===== src/uart_status_pkg.sv =====
// package with register offsets, bit positions and reset values of the status flag block
package uart_status_pkg;
    // register offsets on the plain register port
    localparam logic [2:0] ADDR_STATUS  = 3'h0;
    localparam logic [2:0] ADDR_RXBUF   = 3'h1;
    localparam logic [2:0] ADDR_CTRL    = 3'h2;
    localparam logic [2:0] ADDR_IRQ_ST  = 3'h3;
    localparam logic [2:0] ADDR_IRQ_MSK = 3'h4;
    // status register bit positions
    localparam int BIT_LISTEN = 7;
    localparam int BIT_FE     = 6;
    localparam int BIT_OE     = 5;
    localparam int BIT_PE     = 4;
    localparam int BIT_BRK    = 3;
    localparam int BIT_RXERR  = 2;
    localparam int BIT_ADDR   = 1;
    localparam int BIT_BUSY   = 0;
    // control register bit positions
    localparam int CTRL_PEN   = 0;
    localparam int CTRL_MPIDL = 1;
    localparam int CTRL_MPADR = 2;
    // interrupt status bits
    localparam int IRQ_RX     = 0;
    localparam int IRQ_ERR    = 1;
    localparam int IRQ_BRK    = 2;
    // reset values
    localparam logic [7:0] STATUS_RST = 8'h00;
    localparam logic [7:0] CTRL_RST   = 8'h00;
    localparam logic [2:0] IRQ_RST    = 3'h0;
endpackage


===== src/uart_receive_status_flags.sv =====
// status flag logic of an asynchronous serial receiver with its register port
// Behaviour
// - loopback enable routes serial output into own receiver; clear means line input.
// - framing error flag sets when stop bit sampled low.
// - overrun flag sets when new character lands before old one read.
// - reading receive buffer clears overrun flag.
// - parity error sets on mismatch; reads zero while parity check disabled.
// - summary error sets on framing, parity or overrun error; break does not set it.
// - reading receive buffer clears summary error flag.
// - activity flag high while transmitting or receiving, else low.
// - buffer read clears error bits, address/idle flag and receive flag.
`timescale 1ns/1ps
module uart_receive_status_flags #(
    parameter int DATA_W = 8
) (
    input  wire logic              i_sys_clk,
    input  wire logic              i_srst,
    input  wire logic [2:0]        i_addr,
    input  wire logic [7:0]        i_wdata,
    input  wire logic              i_wr,
    input  wire logic              i_rd,
    output logic      [7:0]        o_rdata,
    input  wire logic              i_rx_pin,
    input  wire logic              i_tx_serial,
    input  wire logic              i_tx_busy,
    input  wire logic              i_rx_busy,
    input  wire logic              i_char_done,
    input  wire logic [DATA_W-1:0] i_char_data,
    input  wire logic              i_stop_low,
    input  wire logic              i_parity_bad,
    input  wire logic              i_break_seen,
    input  wire logic              i_addr_mark,
    input  wire logic              i_idle_before,
    output logic                   o_rx_serial,
    output logic                   o_parity_check_enable,
    output logic                   o_receive_interrupt_flag,
    output logic                   o_irq
);
    logic              rx_meta_q;
    logic              rx_sync_q;
    logic              loopback_enable_q;
    logic              framing_error_flag_q;
    logic              overrun_flag_q;
    logic              parity_error_flag_q;
    logic              break_detect_flag_q;
    logic              summary_receive_error_flag_q;
    logic              address_char_flag_q;
    logic              activity_flag_q;
    logic              rx_full_q;
    logic [DATA_W-1:0] receive_buffer_q;
    logic [7:0]        ctrl_q;
    logic [2:0]        irq_st_q;
    logic [2:0]        irq_msk_q;
    logic              buf_rd;
    logic              stat_wr;
    logic              ovr_now;
    logic              pe_now;
    logic              err_now;
    logic              mark_now;
    logic [2:0]        irq_ev;

    // register port strobes
    assign buf_rd  = i_rd && (i_addr == uart_status_pkg::ADDR_RXBUF);
    assign stat_wr = i_wr && (i_addr == uart_status_pkg::ADDR_STATUS);

    // per-character error conditions
    assign ovr_now  = i_char_done && rx_full_q && !buf_rd;
    assign pe_now   = i_char_done && i_parity_bad && ctrl_q[uart_status_pkg::CTRL_PEN];
    assign err_now  = i_char_done && (i_stop_low || pe_now || ovr_now);
    assign mark_now = i_char_done
        && ((ctrl_q[uart_status_pkg::CTRL_MPADR] && i_addr_mark)
        || (ctrl_q[uart_status_pkg::CTRL_MPIDL] && i_idle_before));
    assign irq_ev   = {i_break_seen, err_now, i_char_done};

    // two-flop synchroniser on the line input
    always_ff @(posedge i_sys_clk)
    begin
        if (i_srst)
        begin
            rx_meta_q <= 1'b1;
            rx_sync_q <= 1'b1;
        end
        else
        begin
            rx_meta_q <= i_rx_pin;
            rx_sync_q <= rx_meta_q;
        end
    end

    // receiver input mux: internal loopback or line
    always_ff @(posedge i_sys_clk)
    begin
        if (i_srst)
            o_rx_serial <= 1'b1;
        else
            o_rx_serial <= loopback_enable_q ? i_tx_serial : rx_sync_q;
    end

    // loopback enable bit, written through the status register
    always_ff @(posedge i_sys_clk)
    begin
        if (i_srst)
            loopback_enable_q <= 1'b0;
        else if (stat_wr)
            loopback_enable_q <= i_wdata[uart_status_pkg::BIT_LISTEN];
    end

    // control register: parity enable and multiprocessor mode selects
    always_ff @(posedge i_sys_clk)
    begin
        if (i_srst)
            ctrl_q <= uart_status_pkg::CTRL_RST;
        else if (i_wr && (i_addr == uart_status_pkg::ADDR_CTRL))
            ctrl_q <= i_wdata;
    end

    // receive buffer and its full marker; a new character wins over a same-cycle read
    always_ff @(posedge i_sys_clk)
    begin
        if (i_srst)
        begin
            receive_buffer_q <= '0;
            rx_full_q        <= 1'b0;
        end
        else if (i_char_done)
        begin
            receive_buffer_q <= i_char_data;
            rx_full_q        <= 1'b1;
        end
        else if (buf_rd)
            rx_full_q <= 1'b0;
    end

    // framing error: set by character, cleared by buffer read or status write
    always_ff @(posedge i_sys_clk)
    begin
        if (i_srst)
            framing_error_flag_q <= 1'b0;
        else if (i_char_done && i_stop_low)
            framing_error_flag_q <= 1'b1;
        else if (buf_rd)
            framing_error_flag_q <= 1'b0;
        else if (stat_wr)
            framing_error_flag_q <= i_wdata[uart_status_pkg::BIT_FE];
    end

    // overrun: cleared only by buffer read, status writes are ignored
    always_ff @(posedge i_sys_clk)
    begin
        if (i_srst)
            overrun_flag_q <= 1'b0;
        else if (ovr_now)
            overrun_flag_q <= 1'b1;
        else if (buf_rd)
            overrun_flag_q <= 1'b0;
    end

    // parity error, only while parity checking is enabled
    always_ff @(posedge i_sys_clk)
    begin
        if (i_srst)
            parity_error_flag_q <= 1'b0;
        else if (pe_now)
            parity_error_flag_q <= 1'b1;
        else if (buf_rd)
            parity_error_flag_q <= 1'b0;
        else if (stat_wr)
            parity_error_flag_q <= i_wdata[uart_status_pkg::BIT_PE];
    end

    // break flag
    always_ff @(posedge i_sys_clk)
    begin
        if (i_srst)
            break_detect_flag_q <= 1'b0;
        else if (i_break_seen)
            break_detect_flag_q <= 1'b1;
        else if (buf_rd)
            break_detect_flag_q <= 1'b0;
        else if (stat_wr)
            break_detect_flag_q <= i_wdata[uart_status_pkg::BIT_BRK];
    end

    // summary error: set with any of framing, parity, overrun; cleared by buffer read
    always_ff @(posedge i_sys_clk)
    begin
        if (i_srst)
            summary_receive_error_flag_q <= 1'b0;
        else if (err_now)
            summary_receive_error_flag_q <= 1'b1;
        else if (buf_rd)
            summary_receive_error_flag_q <= 1'b0;
    end

    // address / idle indication
    always_ff @(posedge i_sys_clk)
    begin
        if (i_srst)
            address_char_flag_q <= 1'b0;
        else if (mark_now)
            address_char_flag_q <= 1'b1;
        else if (buf_rd || i_char_done)
            address_char_flag_q <= 1'b0;
        else if (stat_wr)
            address_char_flag_q <= i_wdata[uart_status_pkg::BIT_ADDR];
    end

    // activity indication, read only
    always_ff @(posedge i_sys_clk)
    begin
        if (i_srst)
            activity_flag_q <= 1'b0;
        else
            activity_flag_q <= i_tx_busy || i_rx_busy;
    end

    // receive interrupt flag follows the buffer full marker
    always_ff @(posedge i_sys_clk)
    begin
        if (i_srst)
            o_receive_interrupt_flag <= 1'b0;
        else if (i_char_done)
            o_receive_interrupt_flag <= 1'b1;
        else if (buf_rd)
            o_receive_interrupt_flag <= 1'b0;
    end

    // parity enable exported to the receive shifter
    always_ff @(posedge i_sys_clk)
    begin
        if (i_srst)
            o_parity_check_enable <= 1'b0;
        else
            o_parity_check_enable <= ctrl_q[uart_status_pkg::CTRL_PEN];
    end

    // sticky interrupt status, write one to clear, event wins over clear
    always_ff @(posedge i_sys_clk)
    begin
        if (i_srst)
            irq_st_q <= uart_status_pkg::IRQ_RST;
        else if (i_wr && (i_addr == uart_status_pkg::ADDR_IRQ_ST))
            irq_st_q <= (irq_st_q & ~i_wdata[2:0]) | irq_ev;
        else
            irq_st_q <= irq_st_q | irq_ev;
    end

    // interrupt mask
    always_ff @(posedge i_sys_clk)
    begin
        if (i_srst)
            irq_msk_q <= uart_status_pkg::IRQ_RST;
        else if (i_wr && (i_addr == uart_status_pkg::ADDR_IRQ_MSK))
            irq_msk_q <= i_wdata[2:0];
    end

    // level interrupt output
    always_ff @(posedge i_sys_clk)
    begin
        if (i_srst)
            o_irq <= 1'b0;
        else
            o_irq <= |(irq_st_q & irq_msk_q);
    end

    // read data, valid in the cycle after the read strobe; unmapped reads zero
    always_ff @(posedge i_sys_clk)
    begin
        if (i_srst)
            o_rdata <= 8'h00;
        else if (!i_rd)
            o_rdata <= 8'h00;
        else if (i_addr == uart_status_pkg::ADDR_STATUS)
            o_rdata <= {loopback_enable_q, framing_error_flag_q, overrun_flag_q,
                        parity_error_flag_q && ctrl_q[uart_status_pkg::CTRL_PEN],
                        break_detect_flag_q, summary_receive_error_flag_q,
                        address_char_flag_q, activity_flag_q};
        else if (i_addr == uart_status_pkg::ADDR_RXBUF)
            o_rdata <= 8'(receive_buffer_q);
        else if (i_addr == uart_status_pkg::ADDR_CTRL)
            o_rdata <= ctrl_q;
        else if (i_addr == uart_status_pkg::ADDR_IRQ_ST)
            o_rdata <= {5'h00, irq_st_q};
        else if (i_addr == uart_status_pkg::ADDR_IRQ_MSK)
            o_rdata <= {5'h00, irq_msk_q};
        else
            o_rdata <= 8'h00;
    end
endmodule


===== config.mk =====
export PLATFORM = sky130hd
export DESIGN_NAME = uart_receive_status_flags
export DESIGN_NICKNAME = d
export VERILOG_FILES = /design/src/uart_status_pkg.sv /design/src/uart_receive_status_flags.sv
export SDC_FILE = /design/constraint.sdc
export NUM_CORES = 1
export LEC_CHECK = 0
export ABC_AREA = 1
export BUFFER_PORTS_ARGS = -buffer_cell sky130_fd_sc_hd__buf_4
export CORE_UTILIZATION = 40
export CTS_BUF_LIST = sky130_fd_sc_hd__clkbuf_8
export CTS_CLUSTER_SIZE = 10
export DETAILED_ROUTE_END_ITERATION = 6
export SYNTH_ARGS = -nofsm -noshare
export SYNTH_HDL_FRONTEND = slang
export SYNTH_SLANG_ARGS = --single-unit

===== constraint.sdc =====
create_clock -name i_sys_clk -period 2.8 [get_ports i_sys_clk]
set_input_delay 0.56 -clock i_sys_clk [delete_from_list [all_inputs] [get_ports i_sys_clk]]
set_output_delay 0.56 -clock i_sys_clk [all_outputs]
set_load 0.02 [all_outputs]

==> results.md, run 1 <==
- Share of power burned in registers: 0.542
- Worst path arrival time: around 1700 ps
- Via Count: 1,711
- Status: finished clean
- Power Dens Cells: 543.9 nW/um2
- Syn Area/Cell: ~7.4 um2
- Antenna Cells: 0
- Worst reg2reg startpoint: ctrl_q[0]
- Antenna viol nets, final: 0
- Internal cell power: 0.9164 mW
- Initial antenna violation count: 0
- Synth Instances: 251
- Iter 0 DRT Violations: 99
- Worst Tran Pin Value: 472.6 ps
- Starting Density: 0.4204
- Clock Path Buffers: 2
- RSZ-0062 raised after global routing: false
- Switching pwr: 0.3270 mW
- Final setup TNS: 0 ps
- Postcts setup bufs: 0
- Die ar.: roughly 4900 um2
- Die width: 70.11 um
- Worst Setup SP: i_srst
- Seq/Total Area, Yosys: 0.4747
- Yosys reg bits: between 40 and 50
- Worst IR Drop VDD: ~270 uV
- Setup violators final: 0
- TritonRoute pass-1 iters: 6
- Max-slew violations: 0
- DP HPWL: 3424 um
- Synth cell types: 22
- Logic pwr share: 0.119
- Req. time, crit path: slightly above 3000 ps
- Die Y-Extent: approximately 70 um
- Root Driver: clkbuf_8
- Syn Nets: between 200 and 300
- Clock skew: around 4.6 ps
- Resize count post-CTS: 0
- HP Class: flop to flop
- Overflow after GRT: 0
- # H-tree levels: 2
- Min-delay src: rx_meta_q
- Synth warn: 0
- TritonCTS clock tree: yes
- Routed WL per cell: roughly 13 um
- Vias/cell: roughly 4.9
- All-Layer GR Usage: 0.2071
- Fin crit share: 0.5179
- Clk sink count: 44
- Largest net degree at the start of global routing: 19
- Static Leakage: approximately 1.1 nW
- Area delta synth->final: 23.20%
- Port Buf Inserts: 44
- Post-route setup slack: 1350 ps
- Fin crit period: between 1000 and 1500 ps
- Floorplan core area: between 4000 and 5000 um2
- Nets: 328
- First-pass GRT wire length: around 7700 um
- Gp weighted congestion: 0.8711
- Final WL: 4594 um
- Setup WS pre-CTS: slightly above 1000 ps
- Final-report hold violation count: 0
- Relative slew margins: 0.6837
- Clock Power Share: 0.339
- Worst-skew pair later-pin latency: approximately 310 ps
- Post-synthesis cell area: 1856 um2
- Layout cells sized above 1: 0.2128
- Maxcap violations: 0
- Setup CP Type: input port to flop
- Vias in the first global route: ~1.6k
- Post-route DRC: 0
- # IOs: 45
- Crit path launch type: input port
- Worst setup EP type: flop
- Fmax: a little under 700 MHz
- Hold_buf cts: 0
- Worst-path clk slew: 80 ps
- Cts bufs inserted: 5
- Crit-path max FO: 18
- Rows: 24
- Switching share of power: 0.2630
flip-flops by register name, summed over array words and instances (netlist names), 3 cells and up:
register / count
irq_msk_q: 3
ctrl_q: 8
o_rdata: 8
irq_st_q: 3
receive_buffer_q: 8
worst paths after layout:
check / to / depth (start not counted) / slack, ps
max: irq_st_q[1] / 6 / 1350
min: rx_sync_q / 1 / 420
max reg2reg: irq_st_q[1] / 6 / 1810
min reg2reg: rx_sync_q / 1 / 420
power groups by stage:
stage,Sequential [mW],Clock (mW),Combinational [mW]
floorplan,0.688,0,0.0824
global placement,0.689,0,0.147
detailed placement,0.687,0,0.148
CTS,0.673,0.422,0.149
global route,0.677,0.450,0.167
finish,0.673,0.422,0.148
metal layers:
layer / part of all wire / track usage / vias up
li1: - / - / 894
met1: 0.47 / 0.2781 / 760
met2: 0.45 / 0.3173 / 52
met3: 0.062 / 0.05916 / 5
met4: 0.012 / 0.07333 / 0
met5: 0 / 0 / -
layout make-up:
| cell class | instances | area, um2 |
|---|---|---|
| Clock buffer | 6 | 82.58 |
| Clock inverter | 2 | 10.01 |
| Fill cell | 445 | 2128 |
| Inverter | 29 | 113.9 |
| Multi-Input combinational cell | 171 | 803.3 |
| Sequential cell | 44 | 880.8 |
| Tap cell | 52 | 65.06 |
| Timing Repair Buffer | 44 | 330.3 |
synth_stat cells:
master	count	area (um2)
a21oi_1	8	40.04
a22o_1	3	26.28
buf_2	1	5.000
buf_4	4	30.03
buf_6	2	22.52
clkinv_4	1	8.760
dfxtp_1	44	880.8
inv_1	26	97.59
inv_2	2	7.510
nand2_1	65	244.0
nand2_2	1	6.260
nand2_4	2	22.52
nand3_1	17	85.08
nand4_1	8	50.05
nor2_1	33	123.9
nor2_2	1	6.260
nor2_4	1	11.26
nor2_8	1	20.02
o211ai_1	4	30.03
o21ai_0	21	105.1
o21ai_1	4	20.02
or2_2	2	12.51
placed cells by master (no fill, tap or decap), types with 2 or more instances in the layout:
cell type and count:
inv_2 2, o21ai_0 21, nor2_1 33, buf_4 44, inv_1 26, nand2_1 65
a22o_1 3, dfxtp_1 44, a21oi_1 8, o211ai_1 4, nand4_1 8, clkbuf_8 6
nand2_4 2, o21ai_1 4, or2_2 2, clkinv_2 2, nand3_1 17
logic make-up after synthesis:
| kind of cell | after synthesis | share of synthesized area |
|---|---|---|
| AND/OR/NAND/NOR | 131 | 0.3136 |
| flip-flops | 44 | 0.4747 |
| AO/OA/AOI/OAI | 40 | 0.1194 |
| buffers and inverters | 36 | 0.09238 |
per-stage QoR:
stage	std cells	total power, mW	instance area, um2	utilization	hold WS, ps
6_report	348	1.243	2286	0.5179	420.3
3_3_place_gp	340	0.8357	2193	0.4969	391.5
2_1_floorplan	251	0.7702	1856	-	389.5
3_5_place_dp	340	0.8358	2193	0.4969	402.1
5_1_grt	348	1.294	2286	0.5179	428.8
4_1_cts	348	1.244	2286	0.5179	423.2
critical path, stage by stage:
cell	delay, ps
buf_4	150
inv_2	230
nand2_1	160
inv_1	330
nand2_1	160
o21ai_0	90
No activity file was read; power rests on OpenSTA's default activity.
==> run 2, diff against run 1 <==
Settings changed: ABC_AREA 1 to 0, PLACE_DENSITY from default to 0.65.
Clock period 2.8 ns to 1.2 ns, I/O delays scaled along.
==> results.md, run 2 <==
- Routed WL per cell: 13.70 um
- Fin crit share: 0.9191
- Nets: roughly 270
- Port Buf Inserts: 44
- Clock skew: around 9.7 ps
- Commonest cells after routing, fill and taps aside: 60 x buf_4, 44 x dfxtp_1, 31 x mux2i_1
- Total power: 2.834 mW
- Fin crit period: between 1000 and 1500 ps
- Post-synth top area share: 0.4789
- Antenna viol nets, final: 0
- Vias/cell: about 5.0
- Post-synth top area cell: dfxtp_1
- First-pass GRT wire length: 6782 um
- Req. time, crit path: roughly 1400 ps
- Max-slew violations: 0
- Via Count: approximately 1.5k
- Syn Nets: 217
- Worst setup EP type: flop
- Syn Area/Cell: 9.996 um2
- Worst Tran Pin Value: 385.3 ps
- Worst path arrival time: approximately 1300 ps
- Gp weighted congestion: between 0.7 and 0.8
- HP Class: input port to flop
- Met3 Use GR: 0.05378
- Post-synthesis cell area: 1839 um2
- Final WL: 4015 um
- Cts bufs inserted: 5
- TritonRoute pass-1 iters: 4
- RSZ-0062 raised after global routing: false
- Met2 Usage GRT: 0.2650
- Rows: 24
- Worst-skew pair later-pin latency: 300 ps
- Root Driver: clkbuf_8
- Crit path launch type: input port
- Floorplan core area: ~4400 um2
- Synth warn: 0
- Vias in the first global route: 1,378
- Maxcap violations: 0
- Die Y-Extent: 69.81 um
- Power Dens Cells: 1180 nW/um2
- Clk sink count: 44
- Die width: 69.81 um
- Setup violators final: 0
- Starting Density: 0.4195
- # fillers: 420
- Synth Instances: roughly 180
- # IOs: 45
- Crit-path max FO: 9
- Relative slew margins: 0.7394
- Initial antenna violation count: 0
- Worst-path clk slew: 80 ps
- Clock Path Buffers: 2
- EDFF count, synth: 0
- Primary FF master, synth: dfxtp_1
- Yosys reg bits: 44
- Overflow after GRT: 0
- TritonCTS clock tree: yes
- Static Leakage: about 1.0 nW
- Most numerous cell in the Yosys netlist: dfxtp_1
- Setup CP Type: input port to flop
- Post-synth top cells: 44 x dfxtp_1, 31 x mux2i_1, 24 x nor2_1
- Status: finished clean
- Utilization after layout: 0.5477
- Seq/Total Area, Yosys: 0.4789
- Synth cell types: 35
- Area delta synth->final: 30.54%
- Commonest non-fill, non-tap cell in the layout: buf_4
- Iter 0 DRT Violations: 77
- R2R setup slack: 110 ps
- # H-tree levels: 2
- Postcts setup bufs: 0
- Worst IR Drop VDD: between 500 and 600 uV
- Antenna Cells: 0
- Die ar.: between 4000 and 5000 um2
- Layout cells sized above 1: 0.3071
- Met1 global-route usage: 0.2463
- Post-synth ARST share: 0
- Largest net degree at the start of global routing: 30
- Busiest grt layer: met2
- All-Layer GR Usage: 0.1802
- Top post-synthesis cells by area: dfxtp_1 48%, mux2i_1 17%, nor2_1 4.9%
- Top Registers: ctrl_q (8), o_rdata (8), receive_buffer_q (8)
- Fmax: 906.7 MHz
- DP HPWL: approximately 3000 um
- Final-report hold violation count: 0
- Post-route DRC: 0
run 2: cell types whose count changed after synthesis, sizes merged, moves of 6 or more:
cell | before | now
mux2i | 0 | 31
clkbuf | 0 | 7
inv | 28 | 10
nand2 | 68 | 2
nand4 | 8 | 0
nand3 | 17 | 1
nor2 | 36 | 24
and2 | 0 | 6
o21ai | 25 | 6
run 2: metal layers:
| layer | vias up | routed length (um) | part of all wire |
|---|---|---|---|
| li1 | 745 | - | - |
| met1 | 683 | 1971 | 0.49 |
| met2 | 28 | 1826 | 0.45 |
| met3 | 7 | 135 | 0.034 |
| met4 | 0 | 81 | 0.020 |
| met5 | - | 0 | 0 |
run 2: power by group:
| part | total (mW) | switching, mW | internal [mW] |
|---|---|---|---|
| clock network | 0.898 | 0.499 | 0.399 |
| registers | 1.55 | 0.0327 | 1.52 |
| logic | 0.382 | 0.174 | 0.209 |
run 2: metrics by stage:
step | TNS (ps) | hold WS, ps | instance area (um2) | cells | setup slack, ps
2_1_floorplan | -44.41 | 343.8 | 1841 | 184 | -44.41
3_3_place_gp | -2280 | 391.9 | 2315 | 285 | -219.2
5_1_grt | 0 | 115.7 | 2401 | 293 | 47.97
3_5_place_dp | -2378 | 394.1 | 2315 | 285 | -214.5
6_report | 0 | 117.2 | 2401 | 293 | 97.09
4_1_cts | 0 | 108.2 | 2400 | 293 | 36.73
run 2: layout make-up:
type                       count  area (um2)  area share
clock buffer                   5       68.82     0.02866
clock inverter                 3       16.27    0.006774
inverter                      10       37.54     0.01563
multi-input combinational    118       862.1      0.3590
sequential                    44       880.8      0.3669
tap                           52       65.06     0.02710
timing repair buffer          61       470.5      0.1959
run 2: worst max-delay path, cell delays in order:
cell and delay [ps]:
buf_4 150, nor4bb_2 420, buf_4 240, mux2i_1 190, nor2_1 50
run 2: final timing paths:
kind	start	end	cells past startpoint
hold / removal	i_rx_pin	rx_meta_q	2
setup / recovery	i_addr[0]	ctrl_q[5]	5
setup reg to reg	ctrl_q[0]	o_rdata[0]	3
hold reg to reg	rx_meta_q	rx_sync_q	1
run 2: kinds of logic (layout without fill, tap and decap cells):
logic type | Yosys count | after routing | share of synthesized area
AO/OA/AOI/OAI | 29 | 29 | 0.1102
buffers and inverters | 22 | 79 | 0.05647
flip-flops | 44 | 44 | 0.4789
multiplexers | 31 | 31 | 0.1687
AND/OR/NAND/NOR | 58 | 58 | 0.1857
run 2: timing repair:
item,CTS,global route
setup endpoints to repair,0,1
gates resized for setup,0,1
hold buffers,0,0
==> run 3, diff against run 2 <==
Settings changed: PLACE_DENSITY 0.65 to default.
Clock period 1.2 ns to 1.21 ns, I/O delays scaled along.
==> results.md, run 3 (same netlist as run 2, synthesis figures left out) <==
- R2R setup slack: 160 ps
- TritonRoute pass-1 iters: 6
- Top Registers: ctrl_q (8), o_rdata (8), receive_buffer_q (8)
- Req. time, crit path: a little under 1000 ps
- Internal cell power: 2.110 mW
- Vias in the first global route: roughly 1.4k
- Clock Path Buffers: 2
- Clock Power Share: 0.316
- Critical Path End: o_receive_interrupt_flag
- HP Class: input port to flop
- Die Y-Extent: 69.81 um
- Nets: 274
- Port Buf Inserts: 44
- Power Dens Cells: ~1200 nW/um2
- Gp weighted congestion: slightly below 0.8
- Commonest non-fill, non-tap cell in the layout: buf_4
- Worst Setup SP: o_receive_interrupt_flag
- All-Layer GR Usage: 0.1805
- Largest net degree at the start of global routing: 14
- Post-route setup slack: 155.2 ps
- Commonest cells after routing, fill and taps aside: 62 x buf_4, 44 x dfxtp_1, 31 x mux2i_1
- First-pass GRT wire length: slightly below 7000 um
- Buffers and inverters on the worst path: 1
- Slowest cell on crit path: dfxtp_1
- Worst-skew pair later-pin latency: approximately 300 ps
- Final WL: between 4000 and 5000 um
- Clock skew: 6.782 ps
- Switching pwr: between 0.6 and 0.7 mW
- Floorplan core area: about 4400 um2
- Overflow after GRT: 0
- Worst r2r dst: o_rdata[0]
- RSZ-0062 raised after global routing: false
- Die ar.: between 4000 and 5000 um2
- Crit path launch type: flop
- Critical-path cell list: buf_4
- Hold slack: 121.8 ps
- Fmax: roughly 950 MHz
- Clk sink count: 44
- Switching share of power: 0.2484
- Worst path depth: 1
- Maxcap violations: 0
- Initial antenna violation count: 0
- Die width: 69.81 um
- Post-route DRC: 0
- DP HPWL: about 3100 um
- Rows: 24
- Relative slew margins: 0.7834
- Min-delay src: i_rx_pin
- Logic pwr share: 0.135
- Worst path arrival time: between 800 and 900 ps
- Max-slew violations: 0
- Fin crit share: 0.8718
- Cts bufs inserted: 5
- Worst IR Drop VDD: 531.2 uV
- Placed cell areas: around 2300 um2
- Status: finished clean
- Layout cells sized above 1: 0.3099
- Busiest grt layer: met2
- Final-report hold violation count: 0
- TritonCTS clock tree: yes
- Crit path largest cell delay: 360 ps
- Antenna Cells: 0
- Routed WL per cell: roughly 14 um
- Setup WS pre-CTS: -95.01 ps
- Met3 Use GR: 0.04797
- Static Leakage: 1.043 nW
- Fin crit period: between 1000 and 1500 ps
- Setup violators final: 0
- Met2 Usage GRT: 0.2682
- Crit-path max FO: 3
- Root Driver: clkbuf_8
- Crit-path leading delay family: flip-flops
- Area delta synth->final: 30.27%
- Worst-path clk slew: 80 ps
- Met1 global-route usage: 0.2479
- Antenna viol nets, final: 0
- # IOs: 45
- Design Area, Final: ~2400 um2
- Via Count: approximately 1.5k
- Setup CP Type: flop to primary output
- Final setup TNS: 0 ps
- Worst reg2reg startpoint: ctrl_q[0]
- Vias/cell: 5.034
- Reg2Reg Depth: 3
- Starting Density: 0.4195
- # H-tree levels: 2
- Iter 0 DRT Violations: 47
- Share of power burned in registers: 0.549
- Worst Tran Pin Value: around 320 ps
- Worst setup EP type: primary output
- Hold_buf cts: 0
[run 3: worst min path at each step]
stage               cells after the start   endpoint  slack (ps)
floorplan                               1  rx_meta_q         350
global placement                        1  rx_sync_q         390
detailed placement                      1  rx_sync_q         400
CTS                                     2  rx_meta_q         120
global route                            2  rx_meta_q         120
finish                                  2  rx_meta_q         120
[run 3: final cells by class]
| class | count | area (um2) |
|---|---|---|
| fill | 415 | 1988 |
| sequential | 44 | 880.8 |
| multi-input combinational | 118 | 862.1 |
| timing repair buffer | 62 | 465.4 |
| clock buffer | 5 | 68.82 |
| tap | 52 | 65.06 |
| inverter | 10 | 37.54 |
| clock inverter | 3 | 16.27 |
[run 3: what timing repair did]
action / 4_1_cts / 5_1_grt
buffers inserted: 0 / 0
setup endpoints to repair: 0 / 1
gates resized for setup: 0 / 1
[run 3: power by group through the flow]
| stage | Combinational [mW] | Clock (mW) | Sequential [mW] |
|---|---|---|---|
| finish | 0.379 | 0.888 | 1.54 |
| floorplan | 0.194 | 0 | 1.58 |
| detailed placement | 0.380 | 0 | 1.57 |
| global route | 0.416 | 0.977 | 1.55 |
| CTS | 0.381 | 0.916 | 1.54 |
| global placement | 0.374 | 0 | 1.57 |
[run 3: metrics by stage]
step | power [mW] | instances | util
final | 2.808 | 294 | 0.5465
after global routing | 2.942 | 294 | 0.5465
after CTS | 2.839 | 294 | 0.5462
after detailed placement | 1.955 | 286 | 0.5268
after global placement | 1.947 | 286 | 0.5268
after floorplan | 1.770 | 184 | -
[run 3: layer usage]
layer,wire length (um),part of all wire,vias to the layer above
met3,192,0.047,5
li1,-,-,752
met5,0,0,-
met4,71,0.017,0
met1,2056,0.50,685
met2,1783,0.43,38
